[src/hw/synth_defs.svh]
// named constants for the synthesizer serial load, dividers and lock detect
`ifndef SYNTH_DEFS_SVH
`define SYNTH_DEFS_SVH

// latch select codes in the two lowest bits of each word
`define LSEL_REF 2'h0
`define LSEL_FB 2'h1
`define LSEL_FUNC 2'h2
`define LSEL_INIT 2'h3

// reset value of every latch
`define LATCH_RST 24'h000000

// prescaler modulus select codes and the base modulus P
`define MODSEL_8 2'h0
`define MODSEL_16 2'h1
`define MODSEL_32 2'h2
`define MODSEL_64 2'h3
`define PRESC_8 7'h08
`define PRESC_16 7'h10
`define PRESC_32 7'h20
`define PRESC_64 7'h40
`define PRESC_ONE 7'h01

// monitor output select codes
`define MUX_TRISTATE 3'h0
`define MUX_DLOCK 3'h1
`define MUX_NDIV 3'h2
`define MUX_HIGH 3'h3
`define MUX_RDIV 3'h4
`define MUX_ALOCK 3'h5
`define MUX_SDATA 3'h6
`define MUX_LOW 3'h7

// consecutive good phase detector cycles needed for lock
`define LOCK_COUNT_STD 3'h3
`define LOCK_COUNT_PREC 3'h5
`define LOCK_RUN_ZERO 3'h0
`define LOCK_RUN_STEP 3'h1

// timing: core clock period and lock thresholds in ns
`define CORE_CLK_PERIOD_NS 40
`define LOCK_SET_NS 15
`define LOCK_CLEAR_NS 25
// longest time: round down, at least one cycle
`define LOCK_SET_CYC_INT \
  (((`LOCK_SET_NS / `CORE_CLK_PERIOD_NS) < 1) ? 1 : (`LOCK_SET_NS / `CORE_CLK_PERIOD_NS))
// least time: round up, at least one cycle
`define LOCK_CLEAR_CYC_INT \
  ((`LOCK_CLEAR_NS + `CORE_CLK_PERIOD_NS - 1) / `CORE_CLK_PERIOD_NS)

// phase error counter width and antibacklash base width in cycles
`define ERR_W 8
`define ERR_ZERO 8'h00
`define ERR_ONE 8'h01
`define ERR_MAX 8'hff
`define ABP_ZERO 2'h0
`define ABP_ONE 2'h1

`endif

[src/hw/synth_pkg.sv]
// types shared by the synthesizer digital section
package synth_pkg;

  // reference divider latch image
  typedef struct packed {
    logic ignored;
    logic [1:0] zero_bits;
    logic lock_precision;
    logic [1:0] test_mode_bits;
    logic [1:0] pulse_width_sel;
    logic [13:0] ref_div_ratio;
    logic [1:0] latch_select_bits;
  } ref_latch_s;

  // feedback divider latch image
  typedef struct packed {
    logic [1:0] spare;
    logic pump_gain_sel;
    logic [12:0] main_count;
    logic [5:0] swallow_count;
    logic [1:0] latch_select_bits;
  } fb_latch_s;

  // function and start-up latch image
  typedef struct packed {
    logic [1:0] modulus_sel;
    logic sleep_bit_two;
    logic [2:0] pump_current_two;
    logic [2:0] pump_current_one;
    logic [3:0] fastlock_timeout;
    logic fastlock_select;
    logic fastlock_enable;
    logic pump_tristate;
    logic detector_polarity;
    logic [2:0] out_mux_sel;
    logic sleep_bit_one;
    logic divider_clear;
    logic [1:0] latch_select_bits;
  } func_latch_s;

  // charge pump drive carrier
  typedef struct packed {
    logic up;
    logic down;
    logic enable;
    logic [2:0] current;
  } pump_s;

  // phase detector states
  typedef enum logic [3:0] {
    PFD_IDLE = 4'b0001,
    PFD_UP = 4'b0010,
    PFD_DOWN = 4'b0100,
    PFD_BOTH = 4'b1000
  } pfd_state_e;

endpackage : synth_pkg

[src/hw/synth_core.sv]
// synthesizer digital section: serial load, latches, dividers, phase detector, lock
//
// Contract
// RQ1 - shift serial data into a 24-bit register on each serial clock rise
// RQ2 - host sends msb first so select bits land lowest
// RQ3 - load strobe rise copies the word into exactly one latch
// RQ4 - select 00 ref, 01 feedback, 10 function, 11 start-up latch
// RQ5 - 14-bit reference divider, ratios 1 to 16383
// RQ6 - feedback ratio is main count times P plus swallow count
// RQ7 - prescaler modulus selectable 8/9, 16/17, 32/33 or 64/65
// RQ8 - main counter 13 bits, values 3 to 8191
// RQ9 - swallow counter 6 bits, values 0 to 63
// RQ10 - host keeps ratio at least P squared minus P
// RQ11 - host keeps prescaler output at or below 325 MHz
// RQ12 - two-bit field sets antibacklash pulse width
// RQ13 - three-bit field selects what appears on the monitor output
// RQ14 - digital lock after three good cycles when precision bit is 0
// RQ15 - digital lock after five good cycles when precision bit is 1
// RQ16 - lock stays until a cycle shows error over 25 ns
// RQ17 - analog lock is open-drain, high with narrow low pulses
// RQ18 - chip enable low powers down and three-states the pump
// RQ19 - reference latch field layout
// RQ20 - feedback latch field layout
// RQ21 - function and start-up latch field layout
// RQ22 - divide by P+1 until swallow expires, then P until main expires
`timescale 1ns/100ps
`default_nettype none
`include "synth_defs.svh"

module synth_core (
  input wire logic i_core_clk,
  input wire logic i_sys_rst,
  input wire logic i_serial_clk,
  input wire logic i_serial_data,
  input wire logic i_load_strobe,
  input wire logic i_chip_enable,
  input wire logic i_ref_input,
  input wire logic i_rf_input,
  output logic o_pump_up,
  output logic o_pump_down,
  output logic o_pump_enable,
  output logic [2:0] o_pump_current,
  output logic o_lock,
  output logic o_powered,
  output logic o_monitor_out,
  output logic o_monitor_oe
);

  localparam int NPIN = 6;
  localparam int PIN_SCLK = 0;
  localparam int PIN_SDATA = 1;
  localparam int PIN_LOAD = 2;
  localparam int PIN_CE = 3;
  localparam int PIN_REF = 4;
  localparam int PIN_RF = 5;
  localparam int LOCK_SET_CYC = `LOCK_SET_CYC_INT;
  localparam int LOCK_CLEAR_CYC = `LOCK_CLEAR_CYC_INT;

  // ---------------- pin synchronisers ----------------
  logic [NPIN-1:0] pin_meta;
  logic [NPIN-1:0] pin_sync;
  logic [NPIN-1:0] pin_prev;
  wire [NPIN-1:0] pin_raw;
  wire [NPIN-1:0] pin_rise;

  assign pin_raw = {i_rf_input, i_ref_input, i_chip_enable, i_load_strobe,
                    i_serial_data, i_serial_clk};

  // two flops per pin; only the second flop and its delayed copy feed logic
  always_ff @(posedge i_core_clk or posedge i_sys_rst) begin
    if (i_sys_rst) begin
      pin_meta <= '0;
      pin_sync <= '0;
      pin_prev <= '0;
    end else begin
      pin_meta <= pin_raw;
      pin_sync <= pin_meta;
      pin_prev <= pin_sync;
    end
  end

  assign pin_rise = pin_sync & ~pin_prev;

  // ---------------- serial shift register ----------------
  logic [23:0] shift_word;

  // data and clock share the same sync delay, so data is sampled at the clock edge
  always_ff @(posedge i_core_clk or posedge i_sys_rst) begin
    if (i_sys_rst) begin
      shift_word <= `LATCH_RST;
    end else if (pin_rise[PIN_SCLK]) begin
      shift_word <= {shift_word[22:0], pin_sync[PIN_SDATA]}; // see RQ1, see RQ2
    end
  end

  // ---------------- latch decode ----------------
  synth_pkg::ref_latch_s ref_latch;
  synth_pkg::fb_latch_s fb_latch;
  synth_pkg::func_latch_s func_latch;
  logic init_clear;
  wire [1:0] word_sel;
  wire load_ref;
  wire load_fb;
  wire load_func;
  wire load_init;

  assign word_sel = shift_word[1:0];
  assign load_ref = pin_rise[PIN_LOAD] & (word_sel == `LSEL_REF); // see RQ3, see RQ4
  assign load_fb = pin_rise[PIN_LOAD] & (word_sel == `LSEL_FB); // see RQ4
  assign load_func = pin_rise[PIN_LOAD] & (word_sel == `LSEL_FUNC); // see RQ4
  assign load_init = pin_rise[PIN_LOAD] & (word_sel == `LSEL_INIT); // see RQ4

  // the start-up word fills the function latch and clears the counters once
  always_ff @(posedge i_core_clk or posedge i_sys_rst) begin
    if (i_sys_rst) begin
      ref_latch <= `LATCH_RST;
      fb_latch <= `LATCH_RST;
      func_latch <= `LATCH_RST;
      init_clear <= 1'b0;
    end else begin
      init_clear <= load_init;
      if (load_ref) begin
        ref_latch <= shift_word; // see RQ19
      end
      if (load_fb) begin
        fb_latch <= shift_word; // see RQ20
      end
      if (load_func | load_init) begin
        func_latch <= shift_word; // see RQ21
      end
    end
  end

  // ---------------- power and counter clear ----------------
  wire powered;
  wire counter_clear;

  // chip enable low forces power-down whatever the software bit says
  assign powered = pin_sync[PIN_CE] & ~func_latch.sleep_bit_one; // see RQ18
  assign counter_clear = ~powered | func_latch.divider_clear | init_clear;

  // ---------------- reference divider ----------------
  wire ref_term;
  logic ref_tick;

  synth_divider #(
    .W(14)
  ) u_ref_div (
    .i_core_clk(i_core_clk),
    .i_sys_rst(i_sys_rst),
    .i_clear(counter_clear),
    .i_tick(pin_rise[PIN_REF]),
    .i_ratio(ref_latch.ref_div_ratio),
    .o_terminal(ref_term)
  ); // see RQ5

  // ---------------- feedback divider ----------------
  logic [5:0] swallow_left;
  logic [6:0] base_modulus;
  wire [6:0] presc_ratio;
  wire presc_tick;
  wire fb_tick;

  // base modulus P from the select field
  always_comb begin
    unique case (func_latch.modulus_sel)
      `MODSEL_8: base_modulus = `PRESC_8;
      `MODSEL_16: base_modulus = `PRESC_16;
      `MODSEL_32: base_modulus = `PRESC_32;
      `MODSEL_64: base_modulus = `PRESC_64;
    endcase
  end // see RQ7

  // dual modulus: P+1 while swallows remain, else P
  assign presc_ratio = (swallow_left != 6'h00) ? base_modulus + `PRESC_ONE
                                               : base_modulus; // see RQ22

  synth_divider #(
    .W(7)
  ) u_prescaler (
    .i_core_clk(i_core_clk),
    .i_sys_rst(i_sys_rst),
    .i_clear(counter_clear),
    .i_tick(pin_rise[PIN_RF]),
    .i_ratio(presc_ratio),
    .o_terminal(presc_tick)
  );

  synth_divider #(
    .W(13)
  ) u_main_div (
    .i_core_clk(i_core_clk),
    .i_sys_rst(i_sys_rst),
    .i_clear(counter_clear),
    .i_tick(presc_tick),
    .i_ratio(fb_latch.main_count),
    .o_terminal(fb_tick)
  ); // see RQ8, see RQ6

  // swallow counter reloads when the main counter expires
  always_ff @(posedge i_core_clk or posedge i_sys_rst) begin
    if (i_sys_rst) begin
      swallow_left <= 6'h00;
    end else if (counter_clear | fb_tick) begin
      swallow_left <= fb_latch.swallow_count; // see RQ9, see RQ22
    end else if (presc_tick && swallow_left != 6'h00) begin
      swallow_left <= swallow_left - 6'h01;
    end
  end

  // ---------------- phase detector ----------------
  synth_pkg::pfd_state_e pfd_state;
  synth_pkg::pfd_state_e next_pfd_state;
  logic [`ERR_W-1:0] err_count;
  logic [1:0] abp_left;
  logic eval;
  logic [`ERR_W-1:0] eval_err;
  logic next_eval;
  wire abp_done;

  assign abp_done = (abp_left == `ABP_ZERO);

  // first edge opens a pulse, second closes it into the antibacklash overlap
  always_comb begin
    next_pfd_state = pfd_state;
    next_eval = 1'b0;
    unique case (pfd_state)
      synth_pkg::PFD_IDLE: begin
        if (ref_tick & fb_tick) begin
          next_pfd_state = synth_pkg::PFD_BOTH;
          next_eval = 1'b1;
        end else if (ref_tick) begin
          next_pfd_state = synth_pkg::PFD_UP;
        end else if (fb_tick) begin
          next_pfd_state = synth_pkg::PFD_DOWN;
        end
      end
      synth_pkg::PFD_UP: begin
        if (fb_tick) begin
          next_pfd_state = synth_pkg::PFD_BOTH;
          next_eval = 1'b1;
        end
      end
      synth_pkg::PFD_DOWN: begin
        if (ref_tick) begin
          next_pfd_state = synth_pkg::PFD_BOTH;
          next_eval = 1'b1;
        end
      end
      synth_pkg::PFD_BOTH: begin
        if (abp_done) begin
          next_pfd_state = synth_pkg::PFD_IDLE;
        end
      end
    endcase
  end

  // edges that land inside the overlap are dropped; the overlap is short
  always_ff @(posedge i_core_clk or posedge i_sys_rst) begin
    if (i_sys_rst) begin
      pfd_state <= synth_pkg::PFD_IDLE;
    end else if (counter_clear) begin
      pfd_state <= synth_pkg::PFD_IDLE;
    end else begin
      pfd_state <= next_pfd_state;
    end
  end

  // antibacklash overlap lasts width field plus one cycle
  always_ff @(posedge i_core_clk or posedge i_sys_rst) begin
    if (i_sys_rst) begin
      abp_left <= `ABP_ZERO;
    end else if (next_eval) begin
      abp_left <= ref_latch.pulse_width_sel; // see RQ12
    end else if (pfd_state == synth_pkg::PFD_BOTH && !abp_done) begin
      abp_left <= abp_left - `ABP_ONE;
    end
  end

  // phase error is the number of cycles one pulse ran alone
  always_ff @(posedge i_core_clk or posedge i_sys_rst) begin
    if (i_sys_rst) begin
      err_count <= `ERR_ZERO;
      eval <= 1'b0;
      eval_err <= `ERR_ZERO;
    end else begin
      eval <= next_eval & ~counter_clear;
      if (next_eval) begin
        eval_err <= (pfd_state == synth_pkg::PFD_IDLE) ? `ERR_ZERO : err_count;
      end
      if (pfd_state == synth_pkg::PFD_IDLE) begin
        err_count <= `ERR_ONE; // one lone cycle already counts as one cycle of error
      end else if (err_count != `ERR_MAX && pfd_state != synth_pkg::PFD_BOTH) begin
        err_count <= err_count + `ERR_ONE;
      end
    end
  end

  // ---------------- digital lock detect ----------------
  logic [2:0] lock_run;
  logic lock;
  wire [2:0] lock_target;
  wire err_good;
  wire err_bad;

  assign lock_target = ref_latch.lock_precision ? `LOCK_COUNT_PREC
                                                : `LOCK_COUNT_STD; // see RQ14, see RQ15
  assign err_good = (32'(eval_err) < LOCK_SET_CYC);
  assign err_bad = (32'(eval_err) >= LOCK_CLEAR_CYC);

  // at 40 ns resolution both thresholds meet at one cycle of error
  always_ff @(posedge i_core_clk or posedge i_sys_rst) begin
    if (i_sys_rst) begin
      lock_run <= `LOCK_RUN_ZERO;
      lock <= 1'b0;
    end else if (counter_clear) begin
      lock_run <= `LOCK_RUN_ZERO;
      lock <= 1'b0;
    end else if (eval) begin
      if (err_bad) begin
        lock_run <= `LOCK_RUN_ZERO;
        lock <= 1'b0; // see RQ16
      end else if (err_good) begin
        if (lock_run != lock_target) begin
          lock_run <= lock_run + `LOCK_RUN_STEP;
        end
        if (lock_run + `LOCK_RUN_STEP >= lock_target) begin
          lock <= 1'b1; // see RQ14, see RQ15
        end
      end else begin
        lock_run <= `LOCK_RUN_ZERO;
      end
    end
  end

  // ---------------- charge pump drive ----------------
  synth_pkg::pump_s pump;
  wire raw_up;
  wire raw_down;

  assign raw_up = (pfd_state == synth_pkg::PFD_UP) | (pfd_state == synth_pkg::PFD_BOTH);
  assign raw_down = (pfd_state == synth_pkg::PFD_DOWN) | (pfd_state == synth_pkg::PFD_BOTH);
  assign pump.enable = powered & ~func_latch.pump_tristate; // see RQ18
  // polarity swaps the pump directions for an inverting loop filter
  assign pump.up = pump.enable & (func_latch.detector_polarity ? raw_up : raw_down);
  assign pump.down = pump.enable & (func_latch.detector_polarity ? raw_down : raw_up);
  assign pump.current = fb_latch.pump_gain_sel ? func_latch.pump_current_two
                                               : func_latch.pump_current_one;

  // ---------------- monitor output ----------------
  logic ref_half;
  logic fb_half;
  logic next_mon_out;
  logic next_mon_oe;

  // scaled clocks are square waves toggled on each divider terminal
  always_ff @(posedge i_core_clk or posedge i_sys_rst) begin
    if (i_sys_rst) begin
      ref_half <= 1'b0;
      fb_half <= 1'b0;
      ref_tick <= 1'b0;
    end else begin
      ref_tick <= ref_term & ~counter_clear; // extra stage matches the two-stage feedback chain
      ref_half <= ref_half ^ ref_tick;
      fb_half <= fb_half ^ fb_tick;
    end
  end

  // analog lock pulls low only while a pump pulse is active
  always_comb begin
    next_mon_out = 1'b0;
    next_mon_oe = 1'b1;
    unique case (func_latch.out_mux_sel)
      `MUX_TRISTATE: next_mon_oe = 1'b0;
      `MUX_DLOCK: next_mon_out = lock;
      `MUX_NDIV: next_mon_out = fb_half;
      `MUX_HIGH: next_mon_out = 1'b1;
      `MUX_RDIV: next_mon_out = ref_half;
      `MUX_ALOCK: next_mon_oe = raw_up | raw_down; // see RQ17
      `MUX_SDATA: next_mon_out = shift_word[23];
      `MUX_LOW: next_mon_out = 1'b0;
    endcase
  end // see RQ13

  // ---------------- registered outputs ----------------
  always_ff @(posedge i_core_clk or posedge i_sys_rst) begin
    if (i_sys_rst) begin
      o_pump_up <= 1'b0;
      o_pump_down <= 1'b0;
      o_pump_enable <= 1'b0;
      o_pump_current <= 3'h0;
      o_lock <= 1'b0;
      o_powered <= 1'b0;
      o_monitor_out <= 1'b0;
      o_monitor_oe <= 1'b0;
    end else begin
      o_pump_up <= pump.up;
      o_pump_down <= pump.down;
      o_pump_enable <= pump.enable;
      o_pump_current <= pump.current;
      o_lock <= lock;
      o_powered <= powered;
      o_monitor_out <= next_mon_out;
      o_monitor_oe <= next_mon_oe;
    end
  end

endmodule : synth_core

`default_nettype wire

[src/hw/synth_divider.sv]
// programmable tick divider: one terminal pulse every ratio input ticks
`timescale 1ns/100ps
`default_nettype none

module synth_divider #(
  parameter int W = 14
) (
  input wire logic i_core_clk,
  input wire logic i_sys_rst,
  input wire logic i_clear,
  input wire logic i_tick,
  input wire logic [W-1:0] i_ratio,
  output logic o_terminal
);

  logic [W-1:0] count;
  wire [W-1:0] ratio_m1;
  wire at_end;

  // a ratio of zero behaves as one so the divider never stalls
  assign ratio_m1 = (i_ratio == '0) ? '0 : i_ratio - W'(1);
  assign at_end = (count == '0);

  // count down, reload on the last tick
  always_ff @(posedge i_core_clk or posedge i_sys_rst) begin
    if (i_sys_rst) begin
      count <= '0;
      o_terminal <= 1'b0;
    end else if (i_clear) begin
      count <= ratio_m1;
      o_terminal <= 1'b0;
    end else begin
      o_terminal <= i_tick & at_end;
      if (i_tick) begin
        count <= at_end ? ratio_m1 : count - W'(1);
      end
    end
  end

endmodule : synth_divider

`default_nettype wire

[config.mk]
export PLATFORM = sky130hd
export DESIGN_NAME = synth_core
export DESIGN_NICKNAME = d
export VERILOG_FILES = /design/src/hw/synth_pkg.sv /design/src/hw/synth_core.sv /design/src/hw/synth_divider.sv
export VERILOG_INCLUDE_DIRS = /design/src /design/src/hw
export SDC_FILE = /design/constraint.sdc
export NUM_CORES = 1
export LEC_CHECK = 0
export ABC_AREA = 1
export BUFFER_PORTS_ARGS = -buffer_cell sky130_fd_sc_hd__buf_2
export CORE_ASPECT_RATIO = 0.75
export CORE_UTILIZATION = 55
export CTS_BUF_LIST = sky130_fd_sc_hd__clkbuf_8 sky130_fd_sc_hd__clkbuf_16
export CTS_CLUSTER_DIAMETER = 40
export DETAILED_ROUTE_END_ITERATION = 8
export GPL_TIMING_DRIVEN = 0
export MAX_ROUTING_LAYER = met4
export PLACE_DENSITY = 0.75
export SYNTH_ARGS = -nofsm -noshare
export SYNTH_HDL_FRONTEND = slang
export SYNTH_HIERARCHICAL = 1
export SYNTH_SLANG_ARGS = --single-unit
[constraint.sdc]
create_clock -name i_core_clk -period 5.34 [get_ports i_core_clk]
set_input_delay 0.534 -clock i_core_clk [delete_from_list [all_inputs] [get_ports i_core_clk]]
set_output_delay 0.534 -clock i_core_clk [all_outputs]
set_load 0.005 [all_outputs]
# After elaboration in Yosys (flattened, before gate mapping)
# Index checks and enable logic that the tools add are counted.
# totals
input_bits,8
out_inout_bits,10
regBits,178
# classes
n_mux,52
bitwise_logic,29
n_reduce_logical,27
eq_ne,24
order_cmp,3
addsub,11
# op_table
operator,n
$mux W14,4
$mux W13,4
$mux W7,5
$logic_not A14 Y1,2
$mux W4,7
$pmux W7 S4,1
$sub A14 B1 Y14 const B,2
$logic_not A13 Y1,2
$sub A13 B1 Y13 const B,2
$mux W8,3
$mux W3,7
$pmux W4 S4,1
$and A1 B1 Y1,14
$logic_not A7 Y1,2
$reduce_bool A2 Y1,7
$sub A7 B1 Y7 const B,2
$mux W1,13
$mux W6,2
$eq A3 B3 Y1 const B,3
$add A8 B1 Y8 const B,1
$eq A2 B2 Y1 const B,4
$ge A8 B1 Y1 const B,1
$lt A8 B1 Y1 const B,1
$ne A8 B8 Y1 const B,1
other kinds (36),55

# Depth between registers and ports, before layout
# Gate-level depths: netlist of run 1.
# depth
word_depth,9
mapped_depth,13
mapped_depth_nobuf,13

# By module
# The synthesis of run 1 kept the hierarchy.
# modules_own_cells
module,cells_per_inst,instances,area_each_um2,seq_area_each_um2
synth_core,627,1,5798.1,3479.6
synth_divider at u_ref_div,255,1,1487.7,375.4
synth_divider at u_main_div,224,1,1348.8,350.3
synth_divider at u_prescaler,117,1,745.7,200.2

# Worst setup path after synthesis of run 1
# Ideal clock, no wire load.
# synth_path
path_type,register -> register
start,reg swallow_left[0]
end,reg u_prescaler.count[0]
arrival_ns,1.648
path_buffers,0
path_stages_with_launch,13
setup_ns,0.118
required_time_ns,5.222
path_slack_ns,3.574
cell_sequence,dfrtp_1 -> inv_1 -> ha_1 -> nand2_1 -> nor2_1 -> nand2_1 -> inv_1 -> ha_1 -> nand4_2 -> nand2_1 -> nor2_1 -> nor2_1 -> nor2_2
# synth_between
elab_chain_cells,7
# synth_lines
element,line,text
"start, declared",synth_core.sv:158,logic [5:0] swallow_left;
"start signal, assigned",synth_core.sv:205,swallow_left <= fb_latch.swallow_count;
"start signal, assigned",synth_core.sv:207,swallow_left <= swallow_left - 6'h01;
$reduce_bool A6 Y1 (*),synth_core.sv:175,assign presc_ratio = (swallow_left != 6'h00) ? base_modulus + `PRESC_ONE
$mux W7 (*),synth_core.sv:175,
net presc_ratio[0],synth_core.sv:160,wire [6:0] presc_ratio;
$sub A7 B1 Y7 or $logic_not A7 Y1 (tied branches),synth_divider.sv:21,assign ratio_m1 = (i_ratio == '0) ? '0 : i_ratio - W'(1);
$mux W7 (*),synth_divider.sv:21,
$mux W7,synth_divider.sv:35,count <= at_end ? ratio_m1 : count - W'(1);
$mux W7,synth_divider.sv:34,if (i_tick) begin
$mux W7 (*),synth_divider.sv:29,end else if (i_clear) begin
"end signal, assigned",synth_divider.sv:30,count <= ratio_m1;
"end signal, assigned",synth_divider.sv:35,
"end, declared",synth_divider.sv:16,logic [W-1:0] count;
# The timed path passes the listed nets; every way through them passes the cells marked *. The select of a mux whose other input is x is not followed.
# A chain may end at the register's enable or synchronous reset.

# Worst setup path after layout of run 1
# layout_path
start,reg swallow_left[0]
end,reg u_prescaler.count[5]
# The elaborated chain is that of the path after synthesis.

==> impl_metrics.toml, run 1 <==
[cells_and_area]
final_core_util = 0.637
syn2layout_area_growth_pct = 10.8
fin_area_sq_mm = 0.0104
fin_nets = 1289
drive_above_1_share = 0.113
n_antenna_cell = 0

[route]
drt_wl_total_microns = 21000
first_iter_violations = 629
drcViolationCount = 0
routedWlPerCell_microns = 14.1
postRouteAntennaNets = 0
num_vias = 7956
firstDrtPassIters = 5
viasPerCell = 5.34

[clock_tree]
cts_tree = "built"
cts_hold_buf = 0
cts_root_buffer = "clkbuf_16"
clk-insertion-delay-late_ns = 0.43
clk_pin_slew_ns = 0.07
clock-sinks = 176
postCtsResizedCells = 0
clk_path_buf_depth = 2
htree_num_levels = 4
cts_buffers = 17
post_cts_buffers = 0

[critical_path]
max_stage_delay_ns = 0.43
cp-end-kind = "flip-flop"
path_common_cell = "nand2_1"
path_delay_family = "simple AND/OR/NAND/NOR gates"
critPathKind = "reg -> reg"
path_cells = "inv_1 > ha_1 > nand2_1 > nor2_1 > nand2_1 > inv_1 > ha_1 > nand4_2 > nand3_1 > nand2_1 > nand2_1 > nand2_1"
cp.arrival_ns = 2.41
worstSetupStartpointType = "flip-flop"
regToRegSetupSlack_ns = 3.25
cp_max_fo = 6
regToRegStartpoint = "swallow_left[0]"
cp_num_buf_inv = 2
rr_worst_depth = 12
crit_required_ns = 5.66
cp_slowest_cell = "dfrtp_1"
worst-path-stages = 12
r2r_end = "u_prescaler/count[5]"

[timing]
hold_viol = 0
fin_skew_ns = 0.0109
rsz0062_at_grt = "false"
fin_crit_sh = 0.392
slew_headroom = 0.576
setup_viol = 0
fin_tns_setup_ns = 0
max_freq_mhz = 478
whs_ns = 0.146
slew_viol_final = 0
fin_crit_ns = 2.09
worst_pin_slew_ns = 0.636

[logic_synthesis]
synth_seq_area_share = 0.470
async_flop_share = 1.00
ys_seq_elements = 176
synth-edff-count = 0
netlist_area_sq_mm = 0.00938
ys_warn_count = 6
avgSynthCellArea_sq_um = 7.67
post_synth_num_cell_types = 45
netlist_instances = 1223
ys.flop_type = "dfrtp_1"

[placed_design]
gp_congestion = 0.925
portBuffers = 17
dpl_cell_area_sq_mm = 0.00978
hpwl_microns = 15200

[global_routing]
grt_pass1_vias = 7353
grt.total_usage = 0.268
grt_pass1_wl_microns = 35900
grt_max_degree = 72
grt-ovfl-total = 0
antenna_found_initial = 0

[floorplanning]
core_sq_mm = 0.0163
die_w_microns = 153
initial_core_util = 0.575
die-area_sq_mm = 0.0176
rows = 40
io_pins = 18
fp.dieH_microns = 115

[worst_hold_path]
hold_path.class = "in -> async"

[power]
p_leak_nw = 5.23
power_density_mw_per_mm2 = 515
ir_drop_v = 0.000222

[job]
cap_violations = 0

[status]
status = "finished, final reports clean"
-- cell families (layout without fill, tap and decap cells) --
| family | after synthesis | after routing | synth area share |
|---|---|---|---|
| XOR/XNOR | 26 | 26 | 0.0243 |
| AO/OA/AOI/OAI | 140 | 140 | 0.0823 |
| flip-flops | 176 | 176 | 0.470 |
| other | 1 | 7 | 0.000400 |
| buffers and inverters | 185 | 235 | 0.0802 |
| AND/OR/NAND/NOR | 677 | 677 | 0.320 |
| multiplexers | 3 | 3 | 0.00360 |
| adder cells (fa/ha/maj) | 15 | 15 | 0.0200 |
-- layer usage --
metal  part of all wire  track usage  vias to the layer above
met4             0.0088       0.0673                        0
met5                  0            -                        -
met1               0.51        0.395                     3783
met3              0.050       0.0422                       19
met2               0.43        0.387                      204
li1                   -            -                     3950
-- area by class of cell --
cell class,instances,area [sq um]
fillers,1402,5920
flip-flops and latches,176,4410
multi-input cells,868,4250
inverters,160,608
clock buffers,20,467
well taps,210,263
plain buffers,25,149
clock inverters,12,148
repair buffers,18,113
-- worst register-to-register path, cell delays in order (launching register included) --
cell     delay [ns]
dfrtp_1        0.43
inv_1          0.12
ha_1           0.21
nand2_1        0.09
nor2_1         0.12
nand2_1        0.12
inv_1          0.15
ha_1           0.21
nand4_2        0.20
nand3_1        0.15
nand2_1        0.08
nand2_1        0.08
nand2_1        0.04
-- cell usage after synthesis (2+ instances only) --
cell type	number	area (sq um)
inv_1	141	529
a21oi_1	14	70.1
o21bai_1	3	22.5
nor2_2	15	93.8
buf_6	5	56.3
buf_2	5	25.0
o22ai_1	2	12.5
or2_1	2	12.5
mux2_2	3	33.8
nand3b_1	4	30.0
ha_1	15	188
nand3_2	4	40.0
clkbuf_1	14	52.6
o211ai_1	4	30.0
a31oi_1	2	12.5
clkinv_1	3	11.3
nand2_4	4	45.0
nand3_1	102	510
o21ai_1	12	60.1
nand2_1	355	1330
a21oi_2	3	26.3
nand2_2	10	62.6
nand4_2	2	25.0
nor3_1	9	45.0
nand4_1	15	93.8
o21ai_2	10	87.6
dfrtp_1	175	4380
or2_2	3	18.8
nor2_4	7	78.8
inv_2	15	56.3
o21ai_0	90	450
xor2_1	23	201
and2_1	2	12.5
nor2_1	137	514
xnor2_1	3	26.3
-- cell usage in the layout, fill, tap and decap left out, types with 5 or more instances in the layout --
| cell | count |
|---|---|
| inv_1 | 140 |
| clkbuf_16 | 17 |
| buf_2 | 22 |
| nor2_4 | 7 |
| nor3_1 | 9 |
| o21ai_2 | 10 |
| o21ai_0 | 90 |
| nor2_1 | 137 |
| dfrtp_1 | 175 |
| o21ai_1 | 12 |
| nand2_1 | 355 |
| nor2_2 | 15 |
| inv_2 | 15 |
| nand2_2 | 10 |
| xor2_1 | 23 |
| nand3_1 | 102 |
| clkbuf_1 | 14 |
| a21oi_1 | 14 |
| ha_1 | 15 |
| nand4_1 | 15 |
| conb_1 | 7 |
| buf_6 | 5 |
-- stage by stage --
| step | worst slack [ns] | instances | power [mW] |
|---|---|---|---|
| finish | 3.25 | 1489 | 5.35 |
| global route | 2.94 | 1489 | 5.79 |
| CTS | 3.26 | 1489 | 5.36 |
| detailed placement | 3.26 | 1457 | 4.04 |
| global placement | -0.526 | 1456 | 3.97 |
| floorplan | 1.08 | 1229 | 3.55 |
-- registers in the layout, summed over array words and instances (netlist names), 7 cells and up --
signal,flops
err_count,8
eval_err,8
fb_latch,20
ref_latch,17
shift_word,24
u_prescaler/count,7
u_ref_div/count,14
func_latch,15
u_main_div/count,13
-- report_power, final --
part,internal [mW],switching (mW)
sequential,1.62,0.281
combinational,0.752,1.40
clock,0.740,0.556
-- how the worst max path moves through the flow --
stage / start / to
3_5_place_dp: swallow_left[0] / u_prescaler/count[5]
2_1_floorplan: i_sys_rst / abp_left[0]
5_1_grt: swallow_left[0] / u_prescaler/count[6]
3_3_place_gp: i_sys_rst / err_count[4]
6_report: swallow_left[0] / u_prescaler/count[5]
4_1_cts: swallow_left[0] / u_prescaler/count[5]
Power figures use the tool's default switching activity.
==> run 2, diff against run 1 <==
- PLACE_DENSITY: 0.75 -> 0.78
- clock period: 5.34 -> 1.8 ns (I/O delays scaled with it)
==> impl_metrics.toml, run 2 (synthesized netlist as in run 1, its figures left out) <==
[floorplanning]
die_w_microns = 153
rows = 40
io_pins = 18
core_sq_mm = 0.0163
initial_core_util = 0.575
die-area_sq_mm = 0.0176
fp.dieH_microns = 115

[timing]
rsz0062_at_grt = "true"
hold_viol = 0
setup_viol = 0
fin_crit_sh = 0.956
slew_viol_final = 0
slew_headroom = 0.576
worst_pin_slew_ns = 0.635
whs_ns = 0.346
max_freq_mhz = 581
fin_crit_ns = 1.72
fin_skew_ns = 0.0104

[cells_and_area]
instances_no_fill = 1514
n_antenna_cell = 0
drive_above_1_share = 0.143
n_fill_cell = 1337
multiInputGateArea_sq_mm = 0.00438
final_cell_mix = "nand2_1 (351), dfrtp_1 (175), inv_1 (136)"
reg_top3 = "shift_word x24, fb_latch x20, ref_latch x17"
fin_nets = 1314
layout_commonest_cell = "nand2_1"
largest_register_ffs = 24
top_register = "shift_word"
register_area_sq_mm = 0.00441
syn2layout_area_growth_pct = 14.7

[status]
status = "finished, final reports clean"

[clock_tree]
clock-sinks = 176
clk-insertion-delay-late_ns = 0.44
htree_num_levels = 4
clk_path_buf_depth = 2
cts_root_buffer = "clkbuf_16"
cts_tree = "built"
cts_buffers = 17
clk_pin_slew_ns = 0.07

[critical_path]
regToRegStartpoint = "func_latch[3]"
cp_slowest_cell = "dfrtp_1"
cp.arrival_ns = 2.04
path_delay_family = "simple AND/OR/NAND/NOR gates"
critPathKind = "reg -> reg"
cp-end-kind = "flip-flop"
worstSetupStartpointType = "flip-flop"
endpoint = "u_main_div/count[2]"
cp_num_buf_inv = 2
crit_required_ns = 2.12
regToRegSetupSlack_ns = 0.08
cp_max_fo = 16
crit_start = "func_latch[3]"
path_cells = "nor2_4 > nand2_4 > nor2_4 > clkinv_2 > buf_6 > o211ai_1 > nand2_1"
path_common_cell = "nor2_4"
worst-path-stages = 7
max_stage_delay_ns = 0.43
rr_worst_depth = 7
r2r_end = "u_main_div/count[2]"

[route]
postRouteAntennaNets = 0
first_iter_violations = 578
firstDrtPassIters = 6
num_vias = 8145
drcViolationCount = 0
routedWlPerCell_microns = 14.2
drt_wl_total_microns = 21500
viasPerCell = 5.38

[global_routing]
grt_max_degree = 33
grt_util_met3 = 0.0562
grt_pass1_wl_microns = 35700
grt-ovfl-total = 0
gr-usage-met2 = 0.394
grt_busiest_layer = "met2"
grtUsageMet1 = 0.375
grt.total_usage = 0.267
grt_pass1_vias = 7409
antenna_found_initial = 0

[placed_design]
gp_congestion = 0.905
dp.cells = 1460
hpwl_microns = 15000
portBuffers = 17

[power]
power_density_mw_per_mm2 = 1520
ir_drop_v = 0.000602
p_leak_nw = 5.37

[worst_hold_path]
hold_path.class = "in -> async"

[job]
cap_violations = 0
-- run 2: changes by cell type in the layout (fill, tap and decap cells not counted), moves of 5 or more --
cell	before	now
buf_4	0	15
dlygate4sd3_1	0	7
ha_1	15	10
nor2_1	137	132
-- run 2: area by class of cell --
| class | instances | share of cell area |
|---|---|---|
| Buffer | 25 | 0.0142 |
| Clock buffer | 17 | 0.0395 |
| Clock inverter | 15 | 0.0162 |
| Inverter | 160 | 0.0573 |
| Multi-Input combinational cell | 868 | 0.407 |
| Sequential cell | 176 | 0.410 |
| Tap cell | 210 | 0.0244 |
| Timing Repair Buffer | 42 | 0.0316 |
| Timing Repair inverter | 1 | 0.000465 |
-- run 2: routing by layer --
layer,part of all wire,vias to the layer above,wire length [microns]
li1,-,4002,-
met1,0.49,3886,10500
met2,0.44,229,9420
met3,0.059,28,1270
met4,0.013,0,282
met5,0,-,0
-- run 2: worst min path at each step --
stage                          from                    to  slack [ns]  cells past startpoint
after floorplan           i_sys_rst  u_prescaler/count[0]      -0.004                      1
after global placement    i_sys_rst  u_prescaler/count[4]        0.24                      2
after detailed placement  i_sys_rst  u_prescaler/count[4]        0.24                      2
after CTS                 i_sys_rst  u_prescaler/count[4]        0.32                      3
after global routing      i_sys_rst          fb_latch[17]        0.36                      3
final                     i_sys_rst        shift_word[18]        0.35                      3
-- run 2: worst min-delay path: stages --
cell	delay (ns)
dlygate4sd3_1	0.53
buf_2	0.19
clkinvlp_4	0.27
-- run 2: power breakdown --
group          total (mW)  internal, mW  switching (mW)
Combinational        6.89          2.55            4.35
Sequential           5.66          4.82           0.843
Clock                3.81          2.09            1.72
-- run 2: per-stage QoR --
step | area [sq um] | power [mW] | worst slack, ns | utilization | TNS, ns
after floorplan | 9410 | 10.5 | -0.114 | - | -15.77
after global placement | 9750 | 11.7 | -1.01 | 0.598 | -142.21
after detailed placement | 9830 | 12.0 | -0.220 | 0.603 | -4.28
after CTS | 10600 | 16.0 | 0.00821 | 0.650 | 0
after global routing | 10800 | 17.6 | -0.0323 | 0.659 | -0.119
final | 10800 | 16.4 | 0.0793 | 0.659 | 0
-- run 2: timing repair --
item | CTS | global route
setup endpoints to repair | 33 | 60
cloned | 0 | 1
endpoints found under the hold margin | 66 | 0
hold buffers | 7 | 0
gates resized for setup | 15 | 26
setup buffers | 5 | 9
pin swaps | 3 | 7
